## src/common/rtc_pkg.sv

```systemverilog
// shared constants and state types for the real-time clock block
package rtc_pkg;
   // timing
   localparam int CLK_FREQ_MHZ      = 20;
   localparam int UPD_TIME_US       = 3000;
   localparam int UPD_CNT_W         = 17;
   localparam int OSC_TICKS_PER_SEC = 32768;
   localparam int TRIM_STEP_TICKS   = 32;
   localparam int CORR_PER_HOUR     = 7;
   localparam int SEC_PER_HOUR      = 3600;
   localparam int SEC_PER_CORR      = SEC_PER_HOUR / CORR_PER_HOUR;
   localparam int MPL_UNIT_SHIFT    = 5;
   // register offsets and the value read back from unmapped addresses
   localparam logic [7:0] CAL_BASE     = 8'h60;
   localparam logic [7:0] ALM_BASE     = 8'h68;
   localparam logic [7:0] ALM_CTRL_OFS = 8'h78;
   localparam logic [7:0] TRIM_OFS     = 8'h79;
   localparam logic [7:0] STATUS_OFS   = 8'h7A;
   localparam logic [7:0] MPL_CTRL_OFS = 8'h81;
   localparam logic [7:0] REG_RESET    = 8'h00;
   // field order inside calendar and alarm groups
   localparam logic [2:0] F_SEC  = 3'h0;
   localparam logic [2:0] F_MIN  = 3'h1;
   localparam logic [2:0] F_HOUR = 3'h2;
   localparam logic [2:0] F_DAY  = 3'h3;
   localparam logic [2:0] F_MON  = 3'h4;
   localparam logic [2:0] F_YEAR = 3'h5;
   localparam logic [2:0] F_WDAY = 3'h6;
   // bit positions
   localparam int IGN_BIT       = 7;
   localparam int TRIM_SIGN_BIT = 7;
   localparam int MPL_EN_BIT    = 7;
   // field limits
   localparam logic [5:0] SEC_MAX  = 6'h3B;
   localparam logic [4:0] HOUR_MAX = 5'h17;
   localparam logic [3:0] MON_MAX  = 4'hC;
   localparam logic [6:0] YEAR_MAX = 7'h63;

   typedef struct packed {
      logic [1:0]  sync;
      logic        prev;
      logic [16:0] tick_cnt;
      logic [9:0]  sec_cnt;
      logic        corr;
   } rtc_pre_t;

   typedef struct packed {
      logic [1:0]           pwr_sync;
      logic                 pwr_prev;
      logic [5:0]           sec;
      logic [5:0]           min;
      logic [4:0]           hour;
      logic [4:0]           day;
      logic [3:0]           mon;
      logic [6:0]           year;
      logic [6:0]           wday;
      logic [1:0][6:0][7:0] alarm;
      logic [1:0]           act;
      logic [7:0]           trim;
      logic [7:0]           mpl_ctrl;
      logic [16:0]          upd_cnt;
      logic [11:0]          mpl_cnt;
      logic                 mpl_run;
      logic [1:0]           match_prev;
      logic                 irq;
      logic                 startup;
      logic                 mpl_evt;
      logic [7:0]           rdata;
   } rtc_st_t;
endpackage

```

## src/hdl/rtc_prescaler.sv

```systemverilog
// 32 kHz oscillator synchroniser and trimmed one-second divider
`timescale 1ns/1ns
module rtc_prescaler #(
   parameter int TICKS_PER_SEC = rtc_pkg::OSC_TICKS_PER_SEC
) (
   input  wire logic       clk_i,
   input  wire logic       srst_i,
   input  wire logic       osc_i,
   input  wire logic [7:0] trim_i,
   input  wire logic       restart_i,
   output logic            osc_tick_o,
   output logic            sec_tick_o
);
   rtc_pkg::rtc_pre_t st;
   rtc_pkg::rtc_pre_t next_st;
   logic [16:0]       adj;
   logic [16:0]       period;

   // sync[0] is read only by sync[1]
   assign osc_tick_o = st.sync[1] & ~st.prev;
   // one code step moves 32 ticks per event, about 1.9 ppm over an hour
   assign adj = 17'({trim_i[6:0], 5'h00});
   always_comb begin
      if (!st.corr) begin
         period = 17'(TICKS_PER_SEC);
      end else if (trim_i[rtc_pkg::TRIM_SIGN_BIT]) begin
         period = 17'(TICKS_PER_SEC) - adj;
      end else begin
         period = 17'(TICKS_PER_SEC) + adj;
      end
   end
   assign sec_tick_o = osc_tick_o && (st.tick_cnt >= period - 17'h00001);

   always_comb begin
      next_st = st;
      next_st.sync = {st.sync[0], osc_i};
      next_st.prev = st.sync[1];
      if (restart_i) begin
         next_st.tick_cnt = 17'h00000;
      end else if (osc_tick_o) begin
         if (sec_tick_o) begin
            next_st.tick_cnt = 17'h00000;
            // seven corrected seconds per hour, evenly spaced
            if (st.sec_cnt == 10'(rtc_pkg::SEC_PER_CORR - 1)) begin
               next_st.sec_cnt = 10'h000;
               next_st.corr    = 1'b1;
            end else begin
               next_st.sec_cnt = st.sec_cnt + 10'h001;
               next_st.corr    = 1'b0;
            end
         end else begin
            next_st.tick_cnt = st.tick_cnt + 17'h00001;
         end
      end
   end

   always_ff @(posedge clk_i) begin
      if (srst_i) begin
         st <= '0;
      end else begin
         st <= next_st;
      end
   end

   property p_plain_sec;
      @(posedge clk_i) disable iff (srst_i)
      (sec_tick_o && !st.corr) |-> (st.tick_cnt == 17'(TICKS_PER_SEC - 1));
   endproperty
   a_plain_sec: assert property (p_plain_sec) else $error("second length wrong");
endmodule

```

## src/hdl/rtc_alarm_match.sv

```systemverilog
// compares the running time against one alarm
`timescale 1ns/1ns
module rtc_alarm_match (
   input  wire logic [5:0][6:0] cur_i,
   input  wire logic [6:0]      wday_i,
   input  wire logic [6:0][7:0] alarm_i,
   input  wire logic            active_i,
   output logic                 match_o
);
   logic [6:0] hit;

   genvar i;
   generate
      for (i = 0; i < 6; i++) begin : g_field
         assign hit[i] = alarm_i[i][rtc_pkg::IGN_BIT] | (alarm_i[i][6:0] == cur_i[i]);
      end
   endgenerate
   // any set weekday bit that covers today is a hit
   assign hit[6] = alarm_i[6][rtc_pkg::IGN_BIT] | (|(alarm_i[6][6:0] & wday_i));
   assign match_o = active_i & (&hit);
endmodule

```

## src/hdl/rtc_core.sv

```systemverilog
// real-time clock, calendar, two alarms and momentary power-loss timer
`timescale 1ns/1ns
module rtc_core #(
   parameter int unsigned UPD_CYCLES = rtc_pkg::CLK_FREQ_MHZ * rtc_pkg::UPD_TIME_US
) (
   input  wire logic       CLK_I,
   input  wire logic       SRST_I,
   input  wire logic       OSC32K_I,
   input  wire logic       MAIN_PWR_I,
   input  wire logic       STANDBY_I,
   input  wire logic [7:0] REG_ADDR_I,
   input  wire logic [7:0] REG_WDATA_I,
   input  wire logic       REG_WR_I,
   input  wire logic       REG_RD_I,
   output logic      [7:0] REG_RDATA_O,
   output logic            ALARM_IRQ_O,
   output logic            STARTUP_REQ_O,
   output logic            MPL_EVENT_O
);
   localparam logic [16:0] UPD_LOAD = 17'(UPD_CYCLES - 1);

   rtc_pkg::rtc_st_t st;
   rtc_pkg::rtc_st_t next_st;
   logic             osc_tick;
   logic             sec_tick;
   logic             sec_restart;
   logic             cal_wr;
   logic             pwr_rise;
   logic             pwr_fall;
   logic [7:0]       cal_ofs;
   logic [7:0]       alm_ofs;
   logic             alm_wr;
   logic [5:0][6:0]  cur;
   logic [1:0]       match;
   logic [1:0]       ev;

   function automatic logic [7:0] field_mask(input logic [2:0] f);
      unique case (f)
         rtc_pkg::F_SEC, rtc_pkg::F_MIN:   field_mask = 8'h3F;
         rtc_pkg::F_HOUR, rtc_pkg::F_DAY:  field_mask = 8'h1F;
         rtc_pkg::F_MON:                   field_mask = 8'h0F;
         default:                          field_mask = 8'h7F;
      endcase
   endfunction

   function automatic logic [4:0] month_days(input logic [3:0] m, input logic [6:0] y);
      unique case (m)
         4'h2:                   month_days = (y[1:0] == 2'h0) ? 5'h1D : 5'h1C;
         4'h4, 4'h6, 4'h9, 4'hB: month_days = 5'h1E;
         default:                month_days = 5'h1F;
      endcase
   endfunction

   function automatic logic [8:0] days_before(input logic [3:0] m);
      unique case (m)
         4'h2:    days_before = 9'h01F;
         4'h3:    days_before = 9'h03B;
         4'h4:    days_before = 9'h05A;
         4'h5:    days_before = 9'h078;
         4'h6:    days_before = 9'h097;
         4'h7:    days_before = 9'h0B5;
         4'h8:    days_before = 9'h0D4;
         4'h9:    days_before = 9'h0F3;
         4'hA:    days_before = 9'h111;
         4'hB:    days_before = 9'h130;
         4'hC:    days_before = 9'h14E;
         default: days_before = 9'h000;
      endcase
   endfunction

   // 2000-01-01 was a Saturday; index 0 is Monday
   function automatic logic [6:0] weekday_of(input logic [6:0] y, input logic [3:0] m,
                                             input logic [4:0] d);
      logic [15:0] days;
      logic [6:0]  y3;
      logic [2:0]  idx;
      y3   = y + 7'h03;
      days = {9'h000, y} * 16'h016D + {11'h000, y3[6:2]} + {7'h00, days_before(m)};
      if ((y[1:0] == 2'h0) && (m > 4'h2)) begin
         days = days + 16'h0001;
      end
      days = days + {11'h000, d} + 16'h0004;
      idx  = 3'(days % 16'h0007);
      weekday_of = 7'h01 << idx;
   endfunction

   rtc_prescaler #(
      .TICKS_PER_SEC (rtc_pkg::OSC_TICKS_PER_SEC)
   ) u_pre (
      .clk_i      (CLK_I),
      .srst_i     (SRST_I),
      .osc_i      (OSC32K_I),
      .trim_i     (st.trim),
      .restart_i  (sec_restart),
      .osc_tick_o (osc_tick),
      .sec_tick_o (sec_tick)
   );

   assign cur = {st.year, {3'h0, st.mon}, {2'h0, st.day},
                 {2'h0, st.hour}, {1'b0, st.min}, {1'b0, st.sec}};

   genvar a;
   generate
      for (a = 0; a < 2; a++) begin : g_alarm
         rtc_alarm_match u_match (
            .cur_i    (cur),
            .wday_i   (st.wday),
            .alarm_i  (st.alarm[a]),
            .active_i (st.act[a]),
            .match_o  (match[a])
         );
         assign ev[a] = match[a] & ~st.match_prev[a];
      end
   endgenerate

   assign cal_ofs     = REG_ADDR_I - rtc_pkg::CAL_BASE;
   assign alm_ofs     = REG_ADDR_I - rtc_pkg::ALM_BASE;
   // weekday offset is excluded, so software cannot overwrite it
   assign cal_wr      = REG_WR_I && (cal_ofs < 8'h06);
   assign alm_wr      = REG_WR_I && (alm_ofs < 8'h10) && (alm_ofs[2:0] != 3'h7);
   assign sec_restart = cal_wr && (cal_ofs[2:0] == rtc_pkg::F_SEC);
   assign pwr_rise    = st.pwr_sync[1] & ~st.pwr_prev;
   assign pwr_fall    = ~st.pwr_sync[1] & st.pwr_prev;

   always_comb begin
      next_st          = st;
      next_st.irq      = 1'b0;
      next_st.startup  = 1'b0;
      next_st.mpl_evt  = 1'b0;
      next_st.pwr_sync = {st.pwr_sync[0], MAIN_PWR_I};
      next_st.pwr_prev = st.pwr_sync[1];
      next_st.match_prev = match;
      next_st.wday     = weekday_of(st.year, st.mon, st.day);

      // readback is only trustworthy once this reaches zero
      if (cal_wr) begin
         next_st.upd_cnt = UPD_LOAD;
      end else if (st.upd_cnt != 17'h00000) begin
         next_st.upd_cnt = st.upd_cnt - 17'h00001;
      end

      // a write in the same cycle takes precedence over the advance
      if (sec_tick && !cal_wr) begin
         if (st.sec >= rtc_pkg::SEC_MAX) begin
            next_st.sec = 6'h00;
            if (st.min >= rtc_pkg::SEC_MAX) begin
               next_st.min = 6'h00;
               if (st.hour >= rtc_pkg::HOUR_MAX) begin
                  next_st.hour = 5'h00;
                  if (st.day >= month_days(st.mon, st.year)) begin
                     next_st.day = 5'h01;
                     if (st.mon >= rtc_pkg::MON_MAX) begin
                        next_st.mon  = 4'h1;
                        next_st.year = (st.year >= rtc_pkg::YEAR_MAX) ? 7'h00
                                                                      : st.year + 7'h01;
                     end else begin
                        next_st.mon = st.mon + 4'h1;
                     end
                  end else begin
                     next_st.day = st.day + 5'h01;
                  end
               end else begin
                  next_st.hour = st.hour + 5'h01;
               end
            end else begin
               next_st.min = st.min + 6'h01;
            end
         end else begin
            next_st.sec = st.sec + 6'h01;
         end
      end

      // one pulse per onset; the party in charge depends on power state
      if (|ev) begin
         if (STANDBY_I) begin
            next_st.startup = 1'b1;
         end else begin
            next_st.irq = 1'b1;
         end
      end

      // dropout timer counts oscillator ticks, not system clocks
      if (pwr_fall && st.mpl_ctrl[rtc_pkg::MPL_EN_BIT]) begin
         next_st.mpl_run = 1'b1;
         next_st.mpl_cnt = {st.mpl_ctrl[6:0], 5'h00};
      end else if (st.mpl_run) begin
         if (pwr_rise) begin
            next_st.mpl_evt = 1'b1;
            next_st.mpl_run = 1'b0;
         end else if (osc_tick) begin
            if (st.mpl_cnt == 12'h000) begin
               next_st.mpl_run = 1'b0;
            end else begin
               next_st.mpl_cnt = st.mpl_cnt - 12'h001;
            end
         end
      end
      if (pwr_rise) begin
         next_st.mpl_ctrl[rtc_pkg::MPL_EN_BIT] = 1'b0;
      end

      if (cal_wr) begin
         unique case (cal_ofs[2:0])
            rtc_pkg::F_SEC:  next_st.sec  = REG_WDATA_I[5:0];
            rtc_pkg::F_MIN:  next_st.min  = REG_WDATA_I[5:0];
            rtc_pkg::F_HOUR: next_st.hour = REG_WDATA_I[4:0];
            rtc_pkg::F_DAY:  next_st.day  = REG_WDATA_I[4:0];
            rtc_pkg::F_MON:  next_st.mon  = REG_WDATA_I[3:0];
            default:         next_st.year = REG_WDATA_I[6:0];
         endcase
      end
      if (alm_wr) begin
         next_st.alarm[alm_ofs[3]][alm_ofs[2:0]] =
            REG_WDATA_I & (field_mask(alm_ofs[2:0]) | 8'h80);
      end
      if (REG_WR_I && REG_ADDR_I == rtc_pkg::ALM_CTRL_OFS) begin
         next_st.act = REG_WDATA_I[1:0];
      end
      if (REG_WR_I && REG_ADDR_I == rtc_pkg::TRIM_OFS) begin
         next_st.trim = REG_WDATA_I;
      end
      if (REG_WR_I && REG_ADDR_I == rtc_pkg::MPL_CTRL_OFS) begin
         next_st.mpl_ctrl = REG_WDATA_I;
      end

      if (REG_RD_I) begin
         next_st.rdata = rtc_pkg::REG_RESET;
         if (cal_ofs < 8'h07) begin
            unique case (cal_ofs[2:0])
               rtc_pkg::F_SEC:  next_st.rdata = {2'h0, st.sec};
               rtc_pkg::F_MIN:  next_st.rdata = {2'h0, st.min};
               rtc_pkg::F_HOUR: next_st.rdata = {3'h0, st.hour};
               rtc_pkg::F_DAY:  next_st.rdata = {3'h0, st.day};
               rtc_pkg::F_MON:  next_st.rdata = {4'h0, st.mon};
               rtc_pkg::F_YEAR: next_st.rdata = {1'b0, st.year};
               default:         next_st.rdata = {1'b0, st.wday};
            endcase
         end else if ((alm_ofs < 8'h10) && (alm_ofs[2:0] != 3'h7)) begin
            next_st.rdata = st.alarm[alm_ofs[3]][alm_ofs[2:0]];
         end else if (REG_ADDR_I == rtc_pkg::ALM_CTRL_OFS) begin
            next_st.rdata = {6'h00, st.act};
         end else if (REG_ADDR_I == rtc_pkg::TRIM_OFS) begin
            next_st.rdata = st.trim;
         end else if (REG_ADDR_I == rtc_pkg::STATUS_OFS) begin
            next_st.rdata = {5'h00, st.mpl_run, st.pwr_sync[1], st.upd_cnt != 17'h00000};
         end else if (REG_ADDR_I == rtc_pkg::MPL_CTRL_OFS) begin
            next_st.rdata = st.mpl_ctrl;
         end
      end
   end

   always_ff @(posedge CLK_I) begin
      if (SRST_I) begin
         st <= '0;
      end else begin
         st <= next_st;
      end
   end

   assign REG_RDATA_O   = st.rdata;
   assign ALARM_IRQ_O   = st.irq;
   assign STARTUP_REQ_O = st.startup;
   assign MPL_EVENT_O   = st.mpl_evt;

   property p_sec_wrap;
      @(posedge CLK_I) disable iff (SRST_I)
      (sec_tick && !cal_wr && st.sec == 6'h3B) |=> (st.sec == 6'h00);
   endproperty
   a_sec_wrap: assert property (p_sec_wrap) else $error("seconds did not wrap");

   property p_wday_onehot;
      @(posedge CLK_I) disable iff (SRST_I)
      $past(!SRST_I, 2) |-> $onehot(st.wday);
   endproperty
   a_wday_onehot: assert property (p_wday_onehot) else $error("weekday not one-hot");

   property p_upd_load;
      @(posedge CLK_I) disable iff (SRST_I)
      cal_wr ##1 !cal_wr |-> (st.upd_cnt == UPD_LOAD) ##1 (st.upd_cnt == UPD_LOAD - 17'h00001);
   endproperty
   a_upd_load: assert property (p_upd_load) else $error("update timer wrong");

   property p_irq_work;
      @(posedge CLK_I) disable iff (SRST_I)
      (|ev && !STANDBY_I) |=> (ALARM_IRQ_O && !STARTUP_REQ_O);
   endproperty
   a_irq_work: assert property (p_irq_work) else $error("missing alarm interrupt");

   property p_once;
      @(posedge CLK_I) disable iff (SRST_I)
      (ALARM_IRQ_O || STARTUP_REQ_O) |-> $past(|(match & ~st.match_prev));
   endproperty
   a_once: assert property (p_once) else $error("alarm output without onset");

   property p_mpl_load;
      @(posedge CLK_I) disable iff (SRST_I)
      (pwr_fall && st.mpl_ctrl[7])
         |=> st.mpl_run && (st.mpl_cnt == {$past(st.mpl_ctrl[6:0]), 5'h00});
   endproperty
   a_mpl_load: assert property (p_mpl_load) else $error("power-loss timer not loaded");

   property p_mpl_evt;
      @(posedge CLK_I) disable iff (SRST_I)
      MPL_EVENT_O |-> $past(st.mpl_run) && $past(pwr_rise) && !st.mpl_run;
   endproperty
   a_mpl_evt: assert property (p_mpl_evt) else $error("spurious power-loss event");

   property p_mpl_expire;
      @(posedge CLK_I) disable iff (SRST_I)
      (st.mpl_run && !pwr_rise && osc_tick && st.mpl_cnt == 12'h000)
         |=> !st.mpl_run ##1 !MPL_EVENT_O;
   endproperty
   a_mpl_expire: assert property (p_mpl_expire) else $error("expired timer still live");

   // a host write in the same cycle as the return may set the enable again
   property p_mpl_en_clear;
      @(posedge CLK_I) disable iff (SRST_I)
      (pwr_rise && !(REG_WR_I && REG_ADDR_I == rtc_pkg::MPL_CTRL_OFS))
         |=> !st.mpl_ctrl[rtc_pkg::MPL_EN_BIT];
   endproperty
   a_mpl_en_clear: assert property (p_mpl_en_clear) else $error("loss enable kept");
endmodule

```

## config.mk

```make
export PLATFORM = sky130hd
export DESIGN_NAME = rtc_core
export DESIGN_NICKNAME = d
export VERILOG_FILES = /design/src/common/rtc_pkg.sv /design/src/hdl/rtc_prescaler.sv /design/src/hdl/rtc_alarm_match.sv /design/src/hdl/rtc_core.sv
export SDC_FILE = /design/constraint.sdc
export NUM_CORES = 1
export LEC_CHECK = 0
export BUFFER_PORTS_ARGS = -buffer_cell sky130_fd_sc_hd__buf_2
export CORE_MARGIN = 4
export CORE_UTILIZATION = 60
export CTS_BUF_LIST = sky130_fd_sc_hd__clkbuf_2 sky130_fd_sc_hd__clkbuf_4 sky130_fd_sc_hd__clkbuf_8
export DETAILED_ROUTE_END_ITERATION = 7
export PLACE_DENSITY = 0.77
export RECOVER_POWER = 100
export SETUP_SLACK_MARGIN = 0.15
export SYNTH_ARGS = -nofsm -noshare
export SYNTH_HDL_FRONTEND = slang
export SYNTH_HIERARCHICAL = 1
export SYNTH_SLANG_ARGS = --single-unit
```

## constraint.sdc

```tcl
create_clock -name CLK_I -period 25.9 [get_ports CLK_I]
set_clock_uncertainty 0.15 [all_clocks]
set_input_delay 3.885 -clock CLK_I [delete_from_list [all_inputs] [get_ports CLK_I]]
set_output_delay 3.885 -clock CLK_I [all_outputs]
set_load 0.05 [all_outputs]
```

* After elaboration in Yosys (flattened, before gate mapping)
Memories as Yosys holds them, arrays and structs flattened. A register that Yosys moved wholly into a read port is not among the register bits. Cells that the tools add are included.
Cells by class: add/sub/neg operators 21, $mul 1, divide/modulo/power cells 1, $lt $le $gt $ge 15, equality and inequality tests 34, shift operators 1, multiplexer cells 63, bitwise logic cells 34, reduce and logical (&&, ||, !) cells 41
Operator list (count):
- 2-to-1 mux 56 bit | 3
- bitwise mux 112 bit | 1
- 2-to-1 mux 8 bit | 9
- 2-to-1 mux 33 bit | 2
- 2-to-1 mux 16 bit | 4
- demux 56 bit (select 1 bit) | 1
- 2-to-1 mux 17 bit | 3
- one-hot mux 7 bit (6 select lines) | 1
- 2-to-1 mux 5 bit | 8
- 2-to-1 mux 13 bit | 3
- subtractor 17 x 1 -> 17 bit (second input constant) | 2
- adder 16 x 5 -> 16 bit | 2
- equality test 7 x 5 -> 1 bit | 4
- equality test 7 x 6 -> 1 bit | 4
- 2-to-1 mux 7 bit | 4
- 2-to-1 mux 27 bit | 1
- binary-select mux 8 bit (select 3 bit) | 1
- demux 8 bit (select 3 bit) | 1
- equality test 8 x 7 -> 1 bit (second input constant) | 3
- 2-to-1 mux 12 bit | 2
- 2-to-1 mux 6 bit | 4
- 2-to-1 mux 11 bit | 2
- 2-to-1 mux 21 bit | 1
- one-hot mux 7 bit (3 select lines) | 1
- other kinds (66) | 144
Word-level totals: register bits after elaboration 247, bits in read-only memories 144, input bits 23, output and inout port bits 11, memories kept 1
Memory list:
- (name not given) | depth 16, width 9, read ports 1, clocked after memory_dff 1, wr ports 0, line rtc_core.sv:55 | unique case (m)

* Longest topological paths before layout
depth in word-level cells 17, gate-level depth with buffers 50, mapped depth without buffers 47

* By module
The synthesis kept the hierarchy.
By module, submodules not included:
- rtc_core | times used 1, cells an instance 1837, area each 15561.2 sq um, seq. area each 4504.3 sq um
- rtc_prescaler | times used 1, cells an instance 240, area each 2067.0 sq um, seq. area each 620.6 sq um
- rtc_alarm_match | times used 2, cells an instance 63, area each 505.5 sq um, seq. area each 0.0 sq um

* Worst setup path after synthesis
OpenSTA, ideal clock, no wires.
kind register to register, start register st (netlist bit cur[35]), end register st[175] (netlist bit), library setup time 0.065 ns, arrival time 10.618 ns, required time 25.685 ns, setup slack 15.066 ns, stages on the path, launching flop included 46, period minus slack after synthesis 10.834 ns, cells stage by stage dfxtp_1 -> inv_1 -> ha_1 -> nor2b_1 -> nand2_1 -> xnor2_1 -> ha_1 -> fa_1 -> ha_1 -> inv_1 -> fa_1 -> inv_1 -> fa_1 -> xor2_1 -> ha_1 -> ha_1 -> nand2_1 -> o21ai_0 -> (+10 left out) -> nor2_1 -> o311a_1 -> or3_4 -> nand3_1 -> o211ai_1 -> mux2_4 -> o2111a_1 -> a2111o_1 -> nor3_2 -> inv_2 -> ha_1 -> o21ai_2 -> a21oi_1 -> or2_2 -> ha_1 -> o211a_1 -> or3_4 -> nor2b_1
On the way: cells in the longest elaborated chain, start to end 9, elaborated cells on any way between the ends 12
Ends and longest elaborated chain:
- from (decl) | line rtc_core.sv:22 | rtc_pkg::rtc_st_t st;
- from (signal assigned) | line rtc_core.sv:256 | st <= next_st;
- multiplier 7 x 9 -> 16 bit or adder 7 x 2 -> 7 bit (tied branches) | line rtc_core.sv:78, rtc_core.sv:77
- adder 16 x 5 -> 16 bit | line rtc_core.sv:78 | days = {9'h000, y} * 16'h016D + {11'h000, y3[6:2]} + {7'h00, days_before(m)};
- adder 16 x 9 -> 16 bit | line rtc_core.sv:78
- adder 16 x 1 -> 16 bit | line rtc_core.sv:80 | days = days + 16'h0001;
- 2-to-1 mux 16 bit (*) | line rtc_core.sv:79 | if ((y[1:0] == 2'h0) && (m > 4'h2)) begin
- adder 16 x 5 -> 16 bit (*) | line rtc_core.sv:82 | days = days + {11'h000, d} + 16'h0004;
- adder 16 x 3 -> 16 bit (*) | line rtc_core.sv:82
- remainder unit 16 x 3 -> 16 bit (*) | line rtc_core.sv:83 | idx = 3'(days % 16'h0007);
- left shift 1 x 3 -> 7 bit (*) | line rtc_core.sv:84 | weekday_of = 7'h01 << idx;
Mark *: on every way between the ends. The rest lies on a longest branch, timed or not. A chain may end at the register's enable or synchronous reset.

* Final worst setup path
Same ends and word-level chain as after synthesis.

==> impl_metrics.json <==
{
  "viasPerCell": 6.40,
  "yosysWarnings": 6,
  "area_growth_pct": 6.13,
  "drive_above_1_share_pct": 8.86,
  "synth_top_family_by_area": "simple AND/OR/NAND/NOR gates",
  "setup_tns_ns": 0,
  "max_slew_margin_pct": -141,
  "synth_seq_cells": 256,
  "critical_path_class": "register to register",
  "synthCells": 2203,
  "drv_slew": 290,
  "synth_top_area_share_pct": 27.5,
  "die_x_um": 184,
  "ctsHoldBuffers": 0,
  "die_h_um": 184,
  "crit_path_max_incr_delay_ns": 0.98,
  "avgSynthCellArea_um2": 8.46,
  "wl_mm": 51.1,
  "synthSimpleGateAreaFrac_pct": 21.8,
  "post-dp-hpwl_mm": 37.0,
  "crit_top_cell": "ha_1",
  "fin_crit_ns": 14.25,
  "wire_per_inst_um": 19.4,
  "comb_power_share_pct": 12.8,
  "synthArstFlopShare_pct": 0,
  "cts_max_level": 2,
  "power_switching_share_pct": 27.7,
  "grt_pass1_wl_mm": 82.7,
  "io_pins": 34,
  "synth-compound-area-share_pct": 17.7,
  "intPower_mw": 0.665,
  "worstPathRequired_ns": 26.26,
  "ir_worst_vdd_v": 0.0000299,
  "mostFrequentLayoutCell": "nor2_1",
  "met3_usage_pct": 5.92,
  "postCtsSetupBuffers": 0,
  "endpoint_kind": "register",
  "worst_path_max_delay_cell": "nor3_1",
  "powerDensity_mw_per_mm2": 46.5,
  "ant_nets": 0,
  "setup_viol": 0,
  "drt_iter0_markers": 1803,
  "ys.flop_type": "dfxtp_1",
  "num_vias": 16800,
  "timing.fmax_mhz": 70.2,
  "synth_top_area_cell": "dfxtp_1",
  "synthMuxAreaShare_pct": 10.0,
  "gp_congestion": 0.963,
  "crit_fanout": 13,
  "clkSlewWorstSetupHoldPaths_ns": 0.06,
  "cts_tree": "yes",
  "critical_path_arrival_ns": 14.62,
  "power_leakage_nw": 7.88,
  "min_path_type": "register to register",
  "portBuffers": 33,
  "grt.met2_usage_pct": 45.8,
  "die_area_mm2": 0.0339,
  "clock-sinks": 256,
  "first_pass_iters": 7,
  "critPathTopFamily": "compound AO/OA/AOI/OAI gates",
  "finalNonFillerCells": 2631,
  "busiest_layer": "met2",
  "nets": 2361,
  "switchingPower_mw": 0.254,
  "initial_core_util_pct": 60.9,
  "grt_max_degree": 84,
  "power_frac_clock_pct": 41.5,
  "use_met1_pct": 41.1,
  "ys_seq_area_share_pct": 27.5,
  "pwr-share-seq_pct": 45.7,
  "rows": 64,
  "placedCellCount": 2556,
  "grt_usage_pct": 29.5,
  "synth_area_leaders": "dfxtp_1 (27%), ha_1 (6.8%), mux2i_1 (6.3%), nor2_1 (5.4%), xnor2_1 (4.9%)",
  "synthesis.area_mm2": 0.0186,
  "finalPower_mw": 0.919,
  "drv_cap": 5,
  "grt_pass1_vias": 15800,
  "clk_root_buffer_cell": "clkbuf_8",
  "final_cell_mix": "nor2_1 (266), dfxtp_1 (256), nand2_1 (157), a21oi_1 (120), mux2i_1 (118)",
  "grt_antenna_before_repair": 1,
  "core_mm2": 0.0306,
  "clk_latency_ns": 0.59,
  "tightest_slew_ns": 3.61,
  "rsz0062_at_grt": "false",
  "synth-edff-count": 0,
  "yosysUniqueCellTypes": 114,
  "ctsLongestPathBuffers": 3,
  "cts_resized": 0,
  "cts_buffers": 44,
  "finalHoldViolCount": 0,
  "synth_fa_ha_area_share_pct": 9.96,
  "cp.buffers_inverters": 5,
  "violations": "max-capacitance violations, max-slew violations",
  "status": "finished, violations left",
  "synth_xor_area_share_pct": 8.41,
  "overflow": 0,
  "n_antenna_cell": 0,
  "period_share_pct": 55.0,
  "worstSetupStartpointType": "register",
  "drc_errors": 0
}
-- worst reg2reg max path, delay by kind of cell (launching register included) --
| kind | cells | cell delay [ns] |
|---|---|---|
| AOI/OAI and AO/OA | 14 | 4.36 |
| xor gates and xnor gates | 3 | 0.46 |
| adders and majority gates | 10 | 3.56 |
| buffers and inverters | 5 | 0.77 |
| DFF | 1 | 0.67 |
| muxes | 1 | 0.27 |
| and+or+nand+nor | 13 | 3.97 |
-- layer usage --
metal	routed length, um	part of all wire, %
met1	21800	43
met2	22900	45
met3	4730	9.2
met4	1700	3.3
met5	0	0
-- per-stage QoR --
step	area [um2]	util (%)	hold WS [ns]	setup WS, ns
floorplan	18700	-	0.264	15.07
global placement	19000	62.0	0.301	13.95
detailed placement	19000	62.0	0.287	13.47
CTS	19900	65.0	0.303	13.42
global route	19800	64.7	0.313	10.40
finish	19800	64.7	0.304	11.65
-- cells in the mapped netlist (11+ instances only) --
library cell  instances
xor2_1               74
nor2b_1              28
a31oi_1              17
clkbuf_1             77
inv_1                91
nand3_1              72
a211oi_1             41
nor3b_1              14
or3_1                14
nand2b_1             17
xnor2_1             105
and3_1               17
nor2_1              266
o22ai_1              11
a22oi_1              28
mux2i_1             118
nand2_1             157
nor4_1               26
o21ai_0              95
mux4_2               26
dfxtp_1             256
fa_1                 29
and2_1               13
or4_1                11
a21o_1               11
o31ai_1              13
nand4_1              34
nor3_1               59
a21oi_1             120
ha_1                102
o211ai_1             18
-- path summary, 6_finish.rpt --
kind	depth (start not counted)	start	end	slack, ns
worst max-delay path	46	cur[35]	st[175]	11.65
worst min-delay path	1	u_pre/next_st[30]	u_pre/next_st[28]	0.30
worst max register to register	46	cur[35]	st[175]	11.65
worst min register to register	1	u_pre/next_st[30]	u_pre/next_st[28]	0.30
-- sequential cells by signal, summed over array words and instances (netlist names), named ones only --
signal         cells
REG_RDATA_O        8
ALARM_IRQ_O        1
u_pre/st          29
next_st            2
cur               33
MPL_EVENT_O        1
u_pre/next_st      2
STARTUP_REQ_O      1
st               170
-- kinds of logic after synthesis --
kind of cell / count (synthesis)
DFF: 256
adders and majority gates: 131
and+or+nand+nor: 803
AOI/OAI and AO/OA: 478
buffers and inverters: 202
xor gates and xnor gates: 179
muxes: 152
other: 2
-- power groups by stage --
stage / clock network (mW) / logic [mW] / registers [mW]
5_1_grt: 0.402 / 0.129 / 0.421
6_report: 0.382 / 0.118 / 0.420
4_1_cts: 0.385 / 0.117 / 0.419
2_1_floorplan: 0 / 0.0940 / 0.424
3_5_place_dp: 0 / 0.116 / 0.427
3_3_place_gp: 0 / 0.113 / 0.427
-- layout make-up --
cell class / instances / area, um2
Clock buffer: 69 / 875
Clock inverter: 5 / 32.5
Fill cell: 2572 / 10800
Inverter: 95 / 357
Multi-Input combinational cell: 1762 / 12700
Sequential cell: 256 / 5120
Tap cell: 396 / 495
Timing Repair Buffer: 48 / 231
No activity file was read; power rests on OpenSTA's default activity.
